===== config.mk =====
export PLATFORM = sky130hd
export DESIGN_NAME = fcd_loader
export DESIGN_NICKNAME = d
export VERILOG_FILES = /design/src/shared/fcd_pkg.sv /design/src/shared/fcd_coef_if.sv /design/src/logic/fcd_coef_mem.sv /design/src/logic/fcd_loader.sv
export SDC_FILE = /design/constraint.sdc
export NUM_CORES = 1
export LEC_CHECK = 0
export ABC_AREA = 1
export BUFFER_PORTS_ARGS = -buffer_cell sky130_fd_sc_hd__buf_2
export CORE_MARGIN = 4
export CORE_UTILIZATION = 30
export CTS_BUF_LIST = sky130_fd_sc_hd__clkbuf_8
export DETAILED_ROUTE_END_ITERATION = 10
export GPL_TIMING_DRIVEN = 0
export PLACE_DENSITY = 0.47
export SLEW_MARGIN = 20
export SYNTH_ARGS = -nofsm -noshare
export SYNTH_HDL_FRONTEND = slang
export SYNTH_SLANG_ARGS = --single-unit

===== constraint.sdc =====
create_clock -name clock -period 4.45 [get_ports clock]
set_input_delay 0.6675 -clock clock [delete_from_list [all_inputs] [get_ports clock]]
set_output_delay 0.6675 -clock clock [all_outputs]
set_load 0.02 [all_outputs]

===== src/shared/fcd_pkg.sv =====
// =====================================================================
// Shared constants of the coefficient download block.
package fcd_pkg;

    // =================================================================
    // Bus register byte offsets.
    localparam logic [4:0] FCD_OFS_PORT   = 5'h00;
    localparam logic [4:0] FCD_OFS_STATUS = 5'h04;
    localparam logic [4:0] FCD_OFS_CTRL1  = 5'h08;
    localparam logic [4:0] FCD_OFS_ISTS   = 5'h0c;
    localparam logic [4:0] FCD_OFS_IMASK  = 5'h10;
    localparam logic [4:0] FCD_OFS_CIDX   = 5'h14;
    localparam logic [4:0] FCD_OFS_CDATA  = 5'h18;

    // =================================================================
    // Word stream: register address words and control field positions.
    localparam logic [15:0] FCD_CTRL1_ADDR   = 16'h0001;
    localparam int          FCD_REQ_BIT      = 15;
    localparam int          FCD_TAP_HI       = 8;
    localparam int          FCD_TAP_LO       = 5;
    localparam logic [8:0]  FCD_CTRL1_RESET  = 9'h01a;
    localparam int          FCD_VERIFIED_BIT = 7;

    // =================================================================
    // Coefficient format and storage.
    localparam int FCD_COEF_W    = 27;
    localparam int FCD_HI_W      = 11;
    localparam int FCD_NUM_SLOTS = 48;
    localparam int FCD_IDX_W     = 6;
    localparam logic [5:0] FCD_COEF_STEP = 6'h06;

    // =================================================================
    // Interrupt status bit positions.
    localparam int FCD_IRQ_OK   = 0;
    localparam int FCD_IRQ_FAIL = 1;

    // =================================================================
    // Zero fill pacing: half a divided core clock period per slot.
    localparam int FCD_CLK_PERIOD_PS  = 5000;
    localparam int FCD_DIVIDED_CORE_CLOCK_PERIOD_PS = 10000;
    localparam int FCD_FILL_PS        = FCD_DIVIDED_CORE_CLOCK_PERIOD_PS / 2;
    localparam int FCD_FILL_CYC_RAW   =
        (FCD_FILL_PS + FCD_CLK_PERIOD_PS - 1) / FCD_CLK_PERIOD_PS;
    localparam int FCD_FILL_CYC = (FCD_FILL_CYC_RAW < 1) ? 1
                                                         : FCD_FILL_CYC_RAW;
    localparam logic [3:0] FCD_FILL_RELOAD = 4'(FCD_FILL_CYC - 1);

endpackage


===== src/shared/fcd_coef_if.sv =====
`timescale 1ns/100ps
// =====================================================================
// Write and read path between the loader and the coefficient store.
interface fcd_coef_if;
    logic                            we;
    logic [fcd_pkg::FCD_IDX_W-1:0]   waddr;
    logic [fcd_pkg::FCD_COEF_W-1:0] wdata;
    logic [fcd_pkg::FCD_IDX_W-1:0]   raddr;
    logic [fcd_pkg::FCD_COEF_W-1:0] rdata;

    modport ctl (output we, output waddr, output wdata, output raddr,
                 input rdata);
    modport mem (input we, input waddr, input wdata, input raddr,
                 output rdata);
endinterface


===== src/logic/fcd_coef_mem.sv =====
`timescale 1ns/100ps
// =====================================================================
// Volatile coefficient store with registered read data.
module fcd_coef_mem (
    // Clock and reset.
    input  wire logic  clock,
    input  wire logic  reset,
    // Store access.
    fcd_coef_if.mem    port
);

    typedef struct packed {
        logic [fcd_pkg::FCD_NUM_SLOTS-1:0][fcd_pkg::FCD_COEF_W-1:0] arr;
        logic [fcd_pkg::FCD_COEF_W-1:0]                           rd;
    } fcd_mem_s;

    fcd_mem_s r;
    fcd_mem_s nxt;

    // Writes one slot and registers the addressed slot for reading.
    always_comb begin
        nxt = r;
        if (port.we && (int'(port.waddr) < fcd_pkg::FCD_NUM_SLOTS)) begin
            nxt.arr[port.waddr] = port.wdata;
        end
        if (int'(port.raddr) < fcd_pkg::FCD_NUM_SLOTS) begin
            nxt.rd = r.arr[port.raddr];
        end else begin
            nxt.rd = '0;
        end
    end

    // The array is wiped by the loader's sweep, so only read data resets.
    always_ff @(posedge clock) begin
        r <= nxt;
        if (reset) begin
            r.rd <= '0;
        end
    end

    assign port.rdata = r.rd;

endmodule


===== src/logic/fcd_loader.sv =====
// Added by the designer: register access over Avalon-MM and the register addresses.
`timescale 1ns/100ps
// =====================================================================
// Coefficient download engine with an Avalon-MM register slave.
module fcd_loader (
    // Clock and reset.
    input  wire logic        clock,
    input  wire logic        reset,
    // Avalon-MM slave.
    input  wire logic [4:0]  address,
    input  wire logic [3:0]  byteenable,
    input  wire logic        read,
    input  wire logic        write,
    input  wire logic [31:0] writedata,
    output logic      [31:0] readdata,
    output logic             waitrequest,
    // Interrupt.
    output logic             irq,
    // Filter side outputs.
    output logic             load_verified_flag,
    output logic             user_filter_active,
    output logic [3:0]       tap_count_select
);

    // =================================================================
    // State.
    typedef enum logic [2:0] {
        ST_ADDR,
        ST_DATA,
        ST_HI,
        ST_LO,
        ST_SUM,
        ST_FILL
    } fcd_state_e;

    typedef struct packed {
        fcd_state_e  st;
        logic        wreq;
        logic [31:0] rdata;
        logic [15:0] addr_word;
        logic [8:0]  ctrl;
        logic [5:0]  ncoef;
        logic [5:0]  idx;
        logic [10:0] hi;
        logic [15:0] sum;
        logic [3:0]  cnt;
        logic        verified;
        logic        user;
        logic [1:0]  ists;
        logic [1:0]  imask;
        logic        irq;
        logic [5:0]  cidx;
        logic        we;
        logic [5:0]  waddr;
        logic [26:0] wdata;
    } fcd_loader_s;

    fcd_loader_s r;
    fcd_loader_s nxt;

    fcd_coef_if cif ();

    fcd_coef_mem u_mem (
        .clock (clock),
        .reset (reset),
        .port  (cif.mem)
    );

    logic        acc_wr;
    logic        port_wr;
    logic [15:0] word;
    logic [15:0] word_sum;
    logic [3:0]  code;
    logic [1:0]  ev;
    logic [1:0]  w1c;

    // =================================================================
    // Decode of the bus request that completes in this cycle.
    always_comb begin
        acc_wr   = write && !r.wreq;
        word     = writedata[15:0];
        port_wr  = acc_wr && (address[4:2] == fcd_pkg::FCD_OFS_PORT[4:2])
                   && (byteenable[1:0] == 2'h3);
        word_sum = 16'(r.sum + {8'h00, word[15:8]} + {8'h00, word[7:0]});
        code     = word[fcd_pkg::FCD_TAP_HI:fcd_pkg::FCD_TAP_LO];
    end

    // =================================================================
    // Next state of the whole block.
    always_comb begin
        nxt    = r;
        nxt.we = 1'b0;
        ev     = 2'h0;
        w1c    = 2'h0;

        // Bus handshake: answer one cycle after the request is seen; a port write waits out the zero fill.
        if (!r.wreq) begin
            nxt.wreq = 1'b1;
        end else if (read || (write && !(r.st == ST_FILL
                 && address[4:2] == fcd_pkg::FCD_OFS_PORT[4:2]))) begin
            nxt.wreq  = 1'b0;
            nxt.rdata = 32'h0;
            case (address[4:2])
                fcd_pkg::FCD_OFS_STATUS[4:2]: begin
                    nxt.rdata[fcd_pkg::FCD_VERIFIED_BIT] = r.verified;
                    nxt.rdata[1] = r.user;
                    nxt.rdata[0] = (r.st == ST_FILL);
                end
                fcd_pkg::FCD_OFS_CTRL1[4:2]: nxt.rdata = {23'h0, r.ctrl};
                fcd_pkg::FCD_OFS_ISTS[4:2]:  nxt.rdata = {30'h0, r.ists};
                fcd_pkg::FCD_OFS_IMASK[4:2]: nxt.rdata = {30'h0, r.imask};
                fcd_pkg::FCD_OFS_CIDX[4:2]:  nxt.rdata = {26'h0, r.cidx};
                fcd_pkg::FCD_OFS_CDATA[4:2]: nxt.rdata = {5'h0, cif.rdata};
                default:                     nxt.rdata = 32'h0;
            endcase
        end

        // Plain register writes at the completing edge.
        if (acc_wr && byteenable[0]) begin
            case (address[4:2])
                fcd_pkg::FCD_OFS_ISTS[4:2]:  w1c = writedata[1:0];
                fcd_pkg::FCD_OFS_IMASK[4:2]: nxt.imask = writedata[1:0];
                fcd_pkg::FCD_OFS_CIDX[4:2]:  nxt.cidx = writedata[5:0];
                default:                     ;
            endcase
        end

        // Word stream of the parallel port.
        case (r.st)
            ST_ADDR: begin
                if (port_wr) begin
                    nxt.addr_word = word;
                    nxt.st        = ST_DATA;
                end
            end
            ST_DATA: begin
                if (port_wr) begin
                    nxt.st = ST_ADDR;
                    if (r.addr_word == fcd_pkg::FCD_CTRL1_ADDR) begin
                        nxt.ctrl = word[8:0];
                        if (word[fcd_pkg::FCD_REQ_BIT]) begin
                            nxt.verified = 1'b0;
                            nxt.user     = 1'b0;
                            if (code[0]) begin
                                // Odd codes select six coefficients per step.
                                nxt.ncoef = 6'(({3'h0, code[3:1]} + 6'h01)
                                               * fcd_pkg::FCD_COEF_STEP);
                                nxt.idx = 6'h00;
                                nxt.sum = 16'h0000;
                                nxt.st  = ST_HI;
                            end
                        end
                    end
                end
            end
            ST_HI: begin
                if (port_wr) begin
                    // Top five bits are padding; sign and magnitude kept.
                    nxt.hi  = word[10:0];
                    nxt.sum = word_sum;
                    nxt.st  = ST_LO;
                end
            end
            ST_LO: begin
                if (port_wr) begin
                    nxt.we    = 1'b1;
                    nxt.waddr = r.idx;
                    nxt.wdata = {r.hi, word};
                    nxt.sum   = word_sum;
                    if (r.idx == 6'(r.ncoef - 6'h01)) begin
                        nxt.st = ST_SUM;
                    end else begin
                        nxt.idx = 6'(r.idx + 6'h01);
                        nxt.st  = ST_HI;
                    end
                end
            end
            ST_SUM: begin
                if (port_wr) begin
                    if (word == r.sum) begin
                        nxt.verified = 1'b1;
                        nxt.user     = 1'b1;
                        ev[fcd_pkg::FCD_IRQ_OK] = 1'b1;
                    end else begin
                        nxt.verified = 1'b0;
                        ev[fcd_pkg::FCD_IRQ_FAIL] = 1'b1;
                    end
                    nxt.idx = r.ncoef;
                    nxt.cnt = fcd_pkg::FCD_FILL_RELOAD;
                    nxt.st  = (int'(r.ncoef) == fcd_pkg::FCD_NUM_SLOTS)
                              ? ST_ADDR : ST_FILL;
                end
            end
            ST_FILL: begin
                if (r.cnt == 4'h0) begin
                    nxt.we    = 1'b1;
                    nxt.waddr = r.idx;
                    nxt.wdata = 27'h0;
                    nxt.cnt   = fcd_pkg::FCD_FILL_RELOAD;
                    if (int'(r.idx) == fcd_pkg::FCD_NUM_SLOTS - 1) begin
                        nxt.st = ST_ADDR;
                    end else begin
                        nxt.idx = 6'(r.idx + 6'h01);
                    end
                end else begin
                    nxt.cnt = 4'(r.cnt - 4'h1);
                end
            end
            default: nxt.st = ST_ADDR;
        endcase

        // Sticky status: a new event wins over a clear in the same cycle.
        nxt.ists = (r.ists & ~w1c) | ev;
        nxt.irq  = |(r.ists & r.imask);
    end

    // =================================================================
    // State register; reset sweeps every slot back to zero.
    always_ff @(posedge clock) begin
        if (reset) begin
            r          <= '0;
            r.st       <= ST_FILL;
            r.wreq     <= 1'b1;
            r.ctrl     <= fcd_pkg::FCD_CTRL1_RESET;
            r.ncoef    <= 6'h00;
            r.cnt      <= fcd_pkg::FCD_FILL_RELOAD;
        end else begin
            r <= nxt;
        end
    end

    // =================================================================
    // Store connections and outputs.
    assign cif.we             = r.we;
    assign cif.waddr          = r.waddr;
    assign cif.wdata          = r.wdata;
    assign cif.raddr          = r.cidx;
    assign readdata           = r.rdata;
    assign waitrequest        = r.wreq;
    assign irq                = r.irq;
    assign load_verified_flag = r.verified;
    assign user_filter_active = r.user;
    assign tap_count_select   = r.ctrl[8:5];

    // =================================================================
    // Checks.
    AST_SUM_PASS: assert property (@(posedge clock) disable iff (reset)
        (r.st == ST_SUM && port_wr && word == r.sum)
        |=> (r.verified && r.ists[fcd_pkg::FCD_IRQ_OK]))
        else $error("Matching checksum did not set the flag.");

    AST_SUM_FAIL: assert property (@(posedge clock) disable iff (reset)
        (r.st == ST_SUM && port_wr && word != r.sum)
        |=> (!r.verified && r.ists[fcd_pkg::FCD_IRQ_FAIL]))
        else $error("Bad checksum left the flag set.");

    AST_FILL_STEP: assert property (@(posedge clock) disable iff (reset)
        (r.st == ST_FILL && r.cnt == 4'h0 && int'(r.idx) < 47)
        |=> (r.we && r.wdata == 27'h0 && r.idx == $past(r.idx) + 6'h01))
        else $error("Zero fill did not advance one slot.");

    AST_RESET_SWEEP: assert property (@(posedge clock)
        $fell(reset) |-> (r.st == ST_FILL && r.idx == 6'h00))
        else $error("Reset did not start the clearing sweep.");

    AST_BYTE_SUM: assert property (@(posedge clock) disable iff (reset)
        (r.st == ST_HI && port_wr)
        |=> (r.sum == 16'($past(r.sum) + $past(word[15:8])
                          + $past(word[7:0]))))
        else $error("Checksum did not add both bytes.");

    AST_TAP_DECODE: assert property (@(posedge clock) disable iff (reset)
        (r.st == ST_DATA && port_wr && r.addr_word == 16'h0001
         && word[15] && word[5])
        |=> (r.st == ST_HI && r.ncoef == 6'(6 * (int'($past(word[8:6])) + 1))))
        else $error("Tap code decoded to the wrong count.");

    AST_PAIR_WRITE: assert property (@(posedge clock) disable iff (reset)
        (r.st == ST_LO && port_wr)
        |=> (r.we && r.wdata[15:0] == $past(word)
             && r.wdata[26:16] == r.hi))
        else $error("Coefficient halves assembled wrongly.");

    AST_ONE_ANSWER: assert property (@(posedge clock) disable iff (reset)
        !waitrequest |=> waitrequest)
        else $error("Wait request stayed low two cycles.");

    AST_STREAM_STALL: assert property (@(posedge clock) disable iff (reset)
        (r.st == ST_FILL && write && address[4:2] == 3'h0) |=> waitrequest)
        else $error("Port write accepted during zero fill.");

endmodule


==> run_summary.xml, run 1 <==
<?xml version="1.0" encoding="UTF-8"?>
<metrics>
  <group name="power_and_ir_drop">
    <metric name="seq_power_share" unit="">0.534</metric>
    <metric name="report.power.total" unit="mW">32.01</metric>
    <metric name="switching_share" unit="">0.2865</metric>
    <metric name="switching_power" unit="mW">9.169</metric>
    <metric name="power.density_cell_area" unit="nW/um^2">454.1</metric>
    <metric name="p_comb_frac" unit="">0.113</metric>
    <metric name="vdd_drop_max" unit="mV">0.3240</metric>
    <metric name="p_int" unit="mW">22.84</metric>
    <metric name="clkPwrFrac" unit="">0.353</metric>
    <metric name="p_leak" unit="nW">24.98</metric>
  </group>
  <group name="clocking">
    <metric name="h-tree-depth" unit="">4</metric>
    <metric name="tritoncts" unit="">done</metric>
    <metric name="path_clk_slew" unit="ns">0.06</metric>
    <metric name="cts_root_buffer" unit="">sky130_fd_sc_hd__clkbuf_8</metric>
    <metric name="numCtsBuffers" unit="">239</metric>
    <metric name="cts_max_path_buffers" unit="">3</metric>
    <metric name="cts_sinks" unit="">1468</metric>
    <metric name="clkLatencyLatePin" unit="ns">1.01</metric>
    <metric name="cts_resized" unit="">0</metric>
    <metric name="cts-hold-fix-buffers" unit="">8</metric>
    <metric name="post-cts-setup-buffer-count" unit="">0</metric>
  </group>
  <group name="detailed_routing">
    <metric name="routed-via-count" unit="">42390</metric>
    <metric name="drcViolationCount" unit="">0</metric>
    <metric name="drt_first_pass_iters" unit="">6</metric>
    <metric name="via_per_inst" unit="">4.966</metric>
    <metric name="drt-initial-drc-count" unit="">4004</metric>
    <metric name="final_antenna_net_count" unit="">0</metric>
    <metric name="drt-total-wl" unit="mm">210.8</metric>
    <metric name="routed_wirelength_normalized_by_instance_count" unit="microns">24.69</metric>
  </group>
  <group name="cells_and_area">
    <metric name="final_net_count" unit="">5750</metric>
    <metric name="multi_input_area" unit="sq um">15850</metric>
    <metric name="area.sequential" unit="sq um">42460</metric>
    <metric name="finalInstanceArea" unit="sq um">70480</metric>
    <metric name="final.fill_count" unit="">19840</metric>
    <metric name="area_growth_from_synthesis_to_layout" unit="%">17.13</metric>
    <metric name="fin_util" unit="">0.3530</metric>
    <metric name="drive_gt1_frac" unit="">0.1249</metric>
    <metric name="stdcell_count" unit="">8537</metric>
  </group>
  <group name="critical_path">
    <metric name="setup.reg_to_reg.worst_slack" unit="ns">0.71</metric>
    <metric name="start_kind" unit="">register</metric>
    <metric name="timing.critical_path.to_type" unit="">register</metric>
    <metric name="reg2reg_start" unit="">cif.raddr[3]</metric>
    <metric name="crit-reg2reg-capture" unit="">u_mem.port.rdata[6]</metric>
    <metric name="ff2ff_path_depth" unit="">6</metric>
    <metric name="worst-path-max-fanout" unit="">10</metric>
    <metric name="worst-endpoint-arrival" unit="ns">4.60</metric>
    <metric name="setup.worst_path.class" unit="">register to register</metric>
    <metric name="endpoint_required_time_on_the_critical_path" unit="ns">5.30</metric>
  </group>
  <group name="worst_hold_path">
    <metric name="hp-class" unit="">input port to register</metric>
    <metric name="whs_endpoint" unit="">r[77]</metric>
    <metric name="worst_hold_startpoint" unit="">writedata[10]</metric>
    <metric name="min_delay_path_depth" unit="">3</metric>
  </group>
  <group name="timing">
    <metric name="worst-slew-pin-transition" unit="ns">1.161</metric>
    <metric name="timing_max_transition_violations_final" unit="">0</metric>
    <metric name="setup-tns-final" unit="ns">0</metric>
    <metric name="period_needed" unit="ns">3.743</metric>
    <metric name="max-slew-margin-rel" unit="">0.2261</metric>
    <metric name="max_freq" unit="GHz">0.2672</metric>
    <metric name="timing.final.setup_violations" unit="">0</metric>
    <metric name="min_period_over_period" unit="">0.8410</metric>
    <metric name="finalClockSkew" unit="ns">0.07590</metric>
    <metric name="final-hold-violation-count" unit="">0</metric>
    <metric name="setup_repair_after_global_routing_missed_its_margin" unit="">false</metric>
  </group>
  <group name="logic_synthesis">
    <metric name="ys.warnings.count" unit="">0</metric>
    <metric name="synth_seq_cells" unit="">1468</metric>
    <metric name="library_cell_with_the_highest_instance_count_after_synthesis" unit="">sky130_fd_sc_hd__nand2_1</metric>
    <metric name="area_share_of_the_largest_cell_type_after_synthesis" unit="">0.6468</metric>
    <metric name="synth_cell_type_count" unit="">48</metric>
    <metric name="netlist_instances" unit="">5291</metric>
    <metric name="synth-compound-area-share" unit="">0.05725</metric>
    <metric name="synth_area" unit="sq um">60170</metric>
    <metric name="synth.area.top_cells" unit="">sky130_fd_sc_hd__edfxtp_1 (65%), sky130_fd_sc_hd__nand2_1 (8.2%), sky130_fd_sc_hd__nand3_1 (7.2%)</metric>
    <metric name="synth_xor_area_frac" unit="">0.004076</metric>
    <metric name="synthMuxAreaShare" unit="">0</metric>
    <metric name="post_synthesis_share_of_cell_area_spent_on_and_or_nand_and_nor_gates" unit="">0.1892</metric>
    <metric name="synth_top_family_by_area" unit="">simple AND/OR/NAND/NOR gates</metric>
    <metric name="netlist.top_cell.by_area" unit="">sky130_fd_sc_hd__edfxtp_1</metric>
    <metric name="synth_commonest_cells" unit="">sky130_fd_sc_hd__nand2_1 (1314), sky130_fd_sc_hd__edfxtp_1 (1296), sky130_fd_sc_hd__nand3_1 (869), sky130_fd_sc_hd__nor2_1 (474), sky130_fd_sc_hd__o21ai_0 (300)</metric>
    <metric name="synth_seq_area_share" unit="">0.7040</metric>
    <metric name="post_synth_fa_ha_maj_area_fraction" unit="">0.006654</metric>
    <metric name="synth-edff-count" unit="">1296</metric>
    <metric name="post_synth.cell_area_avg" unit="sq um">11.37</metric>
    <metric name="ys.flop_type" unit="">sky130_fd_sc_hd__edfxtp_1</metric>
    <metric name="async_reset_ff_frac" unit="">0</metric>
  </group>
  <group name="placed_design">
    <metric name="numPlacedInstances" unit="">8086</metric>
    <metric name="port-buffer-count" unit="">57</metric>
    <metric name="estimated_wirelength_of_the_detail_placed_design" unit="mm">147.2</metric>
    <metric name="routabilityCongestion" unit="">0.9455</metric>
    <metric name="placed_cell_area" unit="sq um">65900</metric>
  </group>
  <group name="global_route">
    <metric name="grt.overflow.total" unit="">0</metric>
    <metric name="via_count_of_the_first_global_routing_pass" unit="">40990</metric>
    <metric name="grt_use_total" unit="">0.1968</metric>
    <metric name="number_of_antenna_violations_at_the_first_check_in_global_routing" unit="">9</metric>
    <metric name="largest_net_degree_at_the_start_of_global_routing" unit="">50</metric>
    <metric name="grt_pass1_wl" unit="mm">298.4</metric>
  </group>
  <group name="outcome">
    <metric name="status" unit="">completed</metric>
  </group>
  <group name="die">
    <metric name="die_width" unit="microns">455.9</metric>
    <metric name="rows" unit="">164</metric>
    <metric name="pin_count" unit="">85</metric>
    <metric name="floorplan.die_area" unit="sq um">207800</metric>
    <metric name="dieHeight" unit="microns">455.9</metric>
    <metric name="coreArea" unit="sq um">199700</metric>
    <metric name="floorplan.initialDensity" unit="">0.3014</metric>
  </group>
  <group name="job">
    <metric name="maxcap_viol_count" unit="">0</metric>
  </group>
</metrics>
==> registers in the layout, indices dropped and copies added, names as in the netlist <==
signal / flops
u_mem.port.rdata: 27
u_mem.r: 1296
cif.we: 1
cif.waddr: 6
cif.raddr: 6
readdata: 27
r: 70
load_verified_flag: 1
cif.wdata: 27
waitrequest: 1
user_filter_active: 1
irq: 1
tap_count_select: 4
==> logic make-up after synthesis <==
group / count (synthesis)
buf+inv: 476
flops: 1468
compound gates: 593
simple gates: 2699
xor+xnor: 28
fa+ha+maj: 26
other cells: 1
==> power by group through the flow <==
stage | combinational (mW) | sequential (mW) | clock [mW]
after detailed placement | 3.60 | 17.4 | 0
after global routing | 3.88 | 17.1 | 12.1
final | 3.62 | 17.1 | 11.3
after CTS | 3.62 | 17.1 | 11.5
after global placement | 2.55 | 18.1 | 0
after floorplan | 1.66 | 17.0 | 0
==> layer usage <==
layer,GRT usage,part of all wire,up-vias
met5,0,0.000052,-
met3,0.03491,0.064,330
met4,0.06860,0.034,2
li1,-,-,19480
met2,0.3189,0.47,1469
met1,0.2657,0.43,21110
==> layout by cell type (no fill, tap or decap), drive strengths merged <==
cell / synthesis / final
a21oi: 99 / 99
xor2: 5 / 5
nand4: 14 / 14
nand3: 871 / 871
dfxtp: 172 / 172
o31ai: 2 / 2
nor4: 2 / 2
diode: 0 / 4
fa: 10 / 10
buf: 228 / 363
nor3: 11 / 11
a31oi: 4 / 4
nor2: 478 / 478
dlygate4sd3: 0 / 8
nand3b: 1 / 1
o22ai: 3 / 3
inv: 110 / 188
ha: 16 / 16
o21ai: 330 / 330
nor2b: 3 / 3
clkinvlp: 0 / 3
nand2: 1316 / 1316
edfxtp: 1296 / 1296
clkinv: 2 / 102
clkbuf: 136 / 388
or2: 3 / 3
bufinv: 0 / 6
conb: 1 / 5
a211oi: 27 / 27
o211ai: 113 / 113
a221oi: 2 / 2
xnor2: 23 / 23
o21a: 2 / 2
o2111ai: 2 / 2
a22oi: 9 / 9
==> worst max-delay path, cell delays in order (launching register included) <==
cell                       delay, ns
sky130_fd_sc_hd__dfxtp_1        0.43
sky130_fd_sc_hd__clkbuf_1       0.83
sky130_fd_sc_hd__clkbuf_1       0.93
sky130_fd_sc_hd__nand2_1        0.21
sky130_fd_sc_hd__nand3_1        0.42
sky130_fd_sc_hd__nand3_1        0.34
sky130_fd_sc_hd__a21oi_1        0.43
==> worst max-delay path by stage <==
stage	startpoint	to	slack, ns	cells after the start
final	cif.raddr[3]	u_mem.port.rdata[6]	0.71	6
after global routing	cif.raddr[0]	u_mem.port.rdata[19]	0.74	11
after CTS	cif.raddr[0]	u_mem.port.rdata[18]	0.79	11
after detailed placement	cif.raddr[0]	u_mem.port.rdata[18]	0.81	11
after global placement	cif.waddr[1]	u_mem.r[1094]	-1.92	4
after floorplan	cif.waddr[1]	u_mem.r[1080]	0.59	4
==> cell type report <==
| class | count | share of cell area |
|---|---|---|
| tap | 2656 | 0.04715 |
| sequential | 1468 | 0.6024 |
| clock buffer | 252 | 0.04921 |
| buffer | 364 | 0.02720 |
| clock inverter | 187 | 0.01454 |
| inverter | 112 | 0.005965 |
| multi-input combinational | 3351 | 0.2248 |
| antenna | 4 | 0.0001420 |
| timing repair buffer | 143 | 0.02860 |
==> per-stage QoR <==
stage | hold slack, ns | worst slack [ns]
3_5_place_dp | 0.4604 | 0.8130
6_report | 0.1100 | 0.7075
2_1_floorplan | 0.4349 | 0.5901
4_1_cts | 0.007173 | 0.7896
3_3_place_gp | 0.4547 | -1.917
5_1_grt | 0.07755 | 0.7404
Note: power is estimated with default switching activity, not from simulation.
==> run 2, diff against run 1 <==
--- a/config.mk
+++ b/config.mk
@@ -5,7 +5,7 @@
 export SDC_FILE = /design/constraint.sdc
 export NUM_CORES = 1
 export LEC_CHECK = 0
-export ABC_AREA = 1
+export ABC_AREA = 0
 export BUFFER_PORTS_ARGS = -buffer_cell sky130_fd_sc_hd__buf_2
 export CORE_MARGIN = 4
 export CORE_UTILIZATION = 30
==> constraint.sdc (replaced) <==
create_clock -name clock -period 3.51 [get_ports clock]
set_input_delay 0.5265 -clock clock [delete_from_list [all_inputs] [get_ports clock]]
set_output_delay 0.5265 -clock clock [all_outputs]
set_load 0.02 [all_outputs]
==> run_summary.xml, run 2 <==
<?xml version="1.0" encoding="UTF-8"?>
<metrics>
  <group name="cells_and_area">
    <metric name="drive_gt1_frac" unit="">0.2846</metric>
    <metric name="largest_register_ff_count" unit="">1296</metric>
    <metric name="final_net_count" unit="">3424</metric>
    <metric name="finalInstanceArea" unit="sq um">67530</metric>
    <metric name="mostFrequentLayoutCells" unit="">sky130_fd_sc_hd__edfxtp_1 (1296), sky130_fd_sc_hd__mux4_2 (329), sky130_fd_sc_hd__clkbuf_8 (251)</metric>
    <metric name="mostFrequentLayoutCell" unit="">sky130_fd_sc_hd__edfxtp_1</metric>
    <metric name="final.fill_count" unit="">17630</metric>
    <metric name="area_growth_from_synthesis_to_layout" unit="%">18.23</metric>
    <metric name="fin_util" unit="">0.3581</metric>
    <metric name="stdcell_count" unit="">6038</metric>
    <metric name="largest_registers" unit="">u_mem.r: 1296 flops, r: 70 flops</metric>
    <metric name="regMostFlops" unit="">u_mem.r</metric>
  </group>
  <group name="critical_path">
    <metric name="timing.critical_path.to_type" unit="">register</metric>
    <metric name="start_kind" unit="">register</metric>
    <metric name="worst-endpoint-arrival" unit="ns">4.17</metric>
    <metric name="crit_path_max_incr_delay" unit="ns">0.60</metric>
    <metric name="worstPathCellList" unit="">buf_2 &gt; buf_4 &gt; buf_4 &gt; buf_1 &gt; mux4_2 &gt; a221oi_1 &gt; o221ai_1</metric>
    <metric name="endpoint_required_time_on_the_critical_path" unit="ns">4.20</metric>
    <metric name="ff2ff_path_depth" unit="">7</metric>
    <metric name="path_delay_family" unit="">buffers and inverters</metric>
    <metric name="slowest_stage" unit="">sky130_fd_sc_hd__a221oi_1</metric>
    <metric name="setup.worst_path.class" unit="">register to register</metric>
    <metric name="crit_top_cell" unit="">sky130_fd_sc_hd__buf_4</metric>
    <metric name="worst-path-max-fanout" unit="">10</metric>
    <metric name="reg2reg_start" unit="">cif.raddr[1]</metric>
    <metric name="crit-reg2reg-capture" unit="">u_mem.port.rdata[1]</metric>
    <metric name="setup.reg_to_reg.worst_slack" unit="ns">0.04</metric>
    <metric name="timing.critical_path.buf_inv" unit="">4</metric>
  </group>
  <group name="clocking">
    <metric name="numCtsBuffers" unit="">239</metric>
    <metric name="tritoncts" unit="">done</metric>
    <metric name="cts_sinks" unit="">1468</metric>
    <metric name="path_clk_slew" unit="ns">0.06</metric>
    <metric name="cts_max_path_buffers" unit="">3</metric>
    <metric name="h-tree-depth" unit="">4</metric>
    <metric name="post-cts-setup-buffer-count" unit="">0</metric>
    <metric name="cts_root_buffer" unit="">sky130_fd_sc_hd__clkbuf_8</metric>
    <metric name="clkLatencyLatePin" unit="ns">0.97</metric>
  </group>
  <group name="timing">
    <metric name="final-hold-violation-count" unit="">0</metric>
    <metric name="min_period_over_period" unit="">0.9896</metric>
    <metric name="max-slew-margin-rel" unit="">0.2499</metric>
    <metric name="period_needed" unit="ns">3.473</metric>
    <metric name="finalClockSkew" unit="ns">0.07477</metric>
    <metric name="timing.final.setup_violations" unit="">0</metric>
    <metric name="worst-slew-pin-transition" unit="ns">1.122</metric>
    <metric name="max_freq" unit="GHz">0.2879</metric>
    <metric name="fin_worst_hold_slack" unit="ns">0.1223</metric>
    <metric name="timing_max_transition_violations_final" unit="">0</metric>
  </group>
  <group name="die">
    <metric name="dieHeight" unit="microns">444.4</metric>
    <metric name="coreArea" unit="sq um">188600</metric>
    <metric name="die_width" unit="microns">444.4</metric>
    <metric name="floorplan.die_area" unit="sq um">197400</metric>
    <metric name="floorplan.initialDensity" unit="">0.3029</metric>
    <metric name="pin_count" unit="">85</metric>
    <metric name="rows" unit="">159</metric>
  </group>
  <group name="logic_synthesis">
    <metric name="async_reset_ff_frac" unit="">0</metric>
    <metric name="synth_top_family_by_area" unit="">multiplexers</metric>
    <metric name="post_synthesis_share_of_cell_area_spent_on_and_or_nand_and_nor_gates" unit="">0.03373</metric>
    <metric name="synth_seq_area_share" unit="">0.7416</metric>
    <metric name="synth_seq_cells" unit="">1468</metric>
    <metric name="synth.area.top_cells" unit="">sky130_fd_sc_hd__edfxtp_1 (68%), sky130_fd_sc_hd__mux4_2 (13%), sky130_fd_sc_hd__dfxtp_1 (6.0%)</metric>
    <metric name="ys.warnings.count" unit="">0</metric>
    <metric name="area_share_of_the_largest_cell_type_after_synthesis" unit="">0.6813</metric>
    <metric name="synth-edff-count" unit="">1296</metric>
    <metric name="library_cell_with_the_highest_instance_count_after_synthesis" unit="">sky130_fd_sc_hd__edfxtp_1</metric>
    <metric name="netlist_instances" unit="">2960</metric>
    <metric name="synthMuxAreaShare" unit="">0.1486</metric>
    <metric name="synth_area" unit="sq um">57120</metric>
    <metric name="synth_cell_type_count" unit="">77</metric>
    <metric name="post_synth.cell_area_avg" unit="sq um">19.30</metric>
    <metric name="synth_commonest_cells" unit="">sky130_fd_sc_hd__edfxtp_1 (1296), sky130_fd_sc_hd__mux4_2 (329), sky130_fd_sc_hd__dfxtp_1 (172), sky130_fd_sc_hd__nor2_1 (159), sky130_fd_sc_hd__nand2_1 (125)</metric>
    <metric name="netlist.top_cell.by_area" unit="">sky130_fd_sc_hd__edfxtp_1</metric>
    <metric name="synth-compound-area-share" unit="">0.04390</metric>
    <metric name="ys.flop_type" unit="">sky130_fd_sc_hd__edfxtp_1</metric>
    <metric name="post_synth_fa_ha_maj_area_fraction" unit="">0.007009</metric>
    <metric name="synth_xor_area_frac" unit="">0.005213</metric>
  </group>
  <group name="global_route">
    <metric name="grt_use_met1" unit="">0.2374</metric>
    <metric name="grt.overflow.total" unit="">0</metric>
    <metric name="global_route.usage.met3" unit="">0.03427</metric>
    <metric name="grt.busiest_layer" unit="">met2</metric>
    <metric name="grt_use_total" unit="">0.1671</metric>
    <metric name="largest_net_degree_at_the_start_of_global_routing" unit="">50</metric>
    <metric name="number_of_antenna_violations_at_the_first_check_in_global_routing" unit="">15</metric>
    <metric name="via_count_of_the_first_global_routing_pass" unit="">30990</metric>
    <metric name="globalRouteMet2Util" unit="">0.2617</metric>
    <metric name="grt_pass1_wl" unit="mm">236.0</metric>
  </group>
  <group name="power_and_ir_drop">
    <metric name="clkPwrFrac" unit="">0.393</metric>
    <metric name="p_int" unit="mW">26.51</metric>
    <metric name="switching_power" unit="mW">8.436</metric>
    <metric name="power.density_cell_area" unit="nW/um^2">517.4</metric>
    <metric name="p_leak" unit="nW">19.72</metric>
    <metric name="vdd_drop_max" unit="mV">0.3929</metric>
    <metric name="p_comb_frac" unit="">0.059</metric>
    <metric name="seq_power_share" unit="">0.548</metric>
    <metric name="switching_share" unit="">0.2414</metric>
  </group>
  <group name="worst_hold_path">
    <metric name="min_delay_path_depth" unit="">4</metric>
    <metric name="hp-class" unit="">input port to register</metric>
    <metric name="worst_hold_startpoint" unit="">address[4]</metric>
    <metric name="whs_endpoint" unit="">r[42]</metric>
  </group>
  <group name="placed_design">
    <metric name="placed_cell_area" unit="sq um">62970</metric>
    <metric name="routabilityCongestion" unit="">0.8070</metric>
    <metric name="port-buffer-count" unit="">57</metric>
    <metric name="estimated_wirelength_of_the_detail_placed_design" unit="mm">113.3</metric>
    <metric name="numPlacedInstances" unit="">5596</metric>
  </group>
  <group name="detailed_routing">
    <metric name="routed-via-count" unit="">30400</metric>
    <metric name="drt-initial-drc-count" unit="">3146</metric>
    <metric name="drt-total-wl" unit="mm">166.4</metric>
    <metric name="via_per_inst" unit="">5.034</metric>
    <metric name="drt_first_pass_iters" unit="">7</metric>
    <metric name="final_antenna_net_count" unit="">0</metric>
    <metric name="routed_wirelength_normalized_by_instance_count" unit="microns">27.57</metric>
    <metric name="drcViolationCount" unit="">0</metric>
  </group>
  <group name="job">
    <metric name="maxcap_viol_count" unit="">0</metric>
  </group>
  <group name="outcome">
    <metric name="status" unit="">completed</metric>
  </group>
</metrics>
## run 2: final cells by class
type                            instances  area, sq um  share of cell area
Sequential cell                      1468        42400              0.6278
Multi-Input combinational cell       1261        14030              0.2077
Clock buffer                          251         3455             0.05115
Tap cell                             2495         3122             0.04622
Timing Repair Buffer                  150         2435             0.03605
Buffer                                209         1096             0.01623
Clock inverter                        175        899.6             0.01332
Inverter                               24        90.09            0.001334
Antenna cell                            5        12.51           0.0001853
## run 2: repair_timing
item,CTS,global route
gates resized for setup,23,7
endpoints found under the setup margin,24,5
endpoints found under the hold margin,33,0
hold buffers,13,0
## run 2: cells by family after synthesis
group | count (synthesis)
AOI/OAI and AO/OA | 349
xor gates and xnor gates | 34
adders and majority gates | 26
buffers and inverters | 235
DFF | 1468
muxes | 432
other | 1
and+or+nand+nor | 415
## run 2: worst max path at each step
stage                 start              endpoint  slack [ns]  cells after the start
2_1_floorplan  writedata[1]                 r[62]        0.81                      8
3_3_place_gp   cif.waddr[0]         u_mem.r[1148]       -1.18                      4
3_5_place_dp   cif.raddr[1]   u_mem.port.rdata[8]       -0.54                      7
4_1_cts        cif.raddr[0]   u_mem.port.rdata[6]       0.005                      7
5_1_grt        cif.raddr[0]  u_mem.port.rdata[17]      -0.004                      9
6_report       cif.raddr[1]   u_mem.port.rdata[1]        0.04                      7
## run 2: metal layers
layer	up-vias	share of wire
li1	12890	-
met1	16290	0.45
met2	999	0.47
met3	217	0.059
met4	0	0.022
met5	-	0
## run 2: worst register-to-register path: stages, from the launching register on
cell and delay (ns):
sky130_fd_sc_hd__dfxtp_1 0.31, sky130_fd_sc_hd__buf_2 0.22, sky130_fd_sc_hd__buf_4 0.32, sky130_fd_sc_hd__buf_4 0.32, sky130_fd_sc_hd__buf_1 0.57, sky130_fd_sc_hd__mux4_2 0.46
sky130_fd_sc_hd__a221oi_1 0.60, sky130_fd_sc_hd__o221ai_1 0.44
## run 2: power by group through the flow
stage	logic (mW)	registers [mW]	clock network [mW]
after global placement	1.91	19.5	0
after detailed placement	2.03	19.5	0
final	2.06	19.2	13.7
after floorplan	1.24	19.5	0
after global routing	2.19	19.2	15.0
after CTS	2.06	19.2	14.1
## run 2: stage by stage
stage | total power [mW] | setup TNS, ns | setup slack [ns]
after global placement | 21.45 | -962.65 | -1.176
after detailed placement | 21.56 | -5.961 | -0.5378
after global routing | 36.33 | -0.004351 | -0.004351
after CTS | 35.33 | 0 | 0.005145
after floorplan | 20.71 | 0 | 0.8053
final | 34.95 | 0 | 0.03662
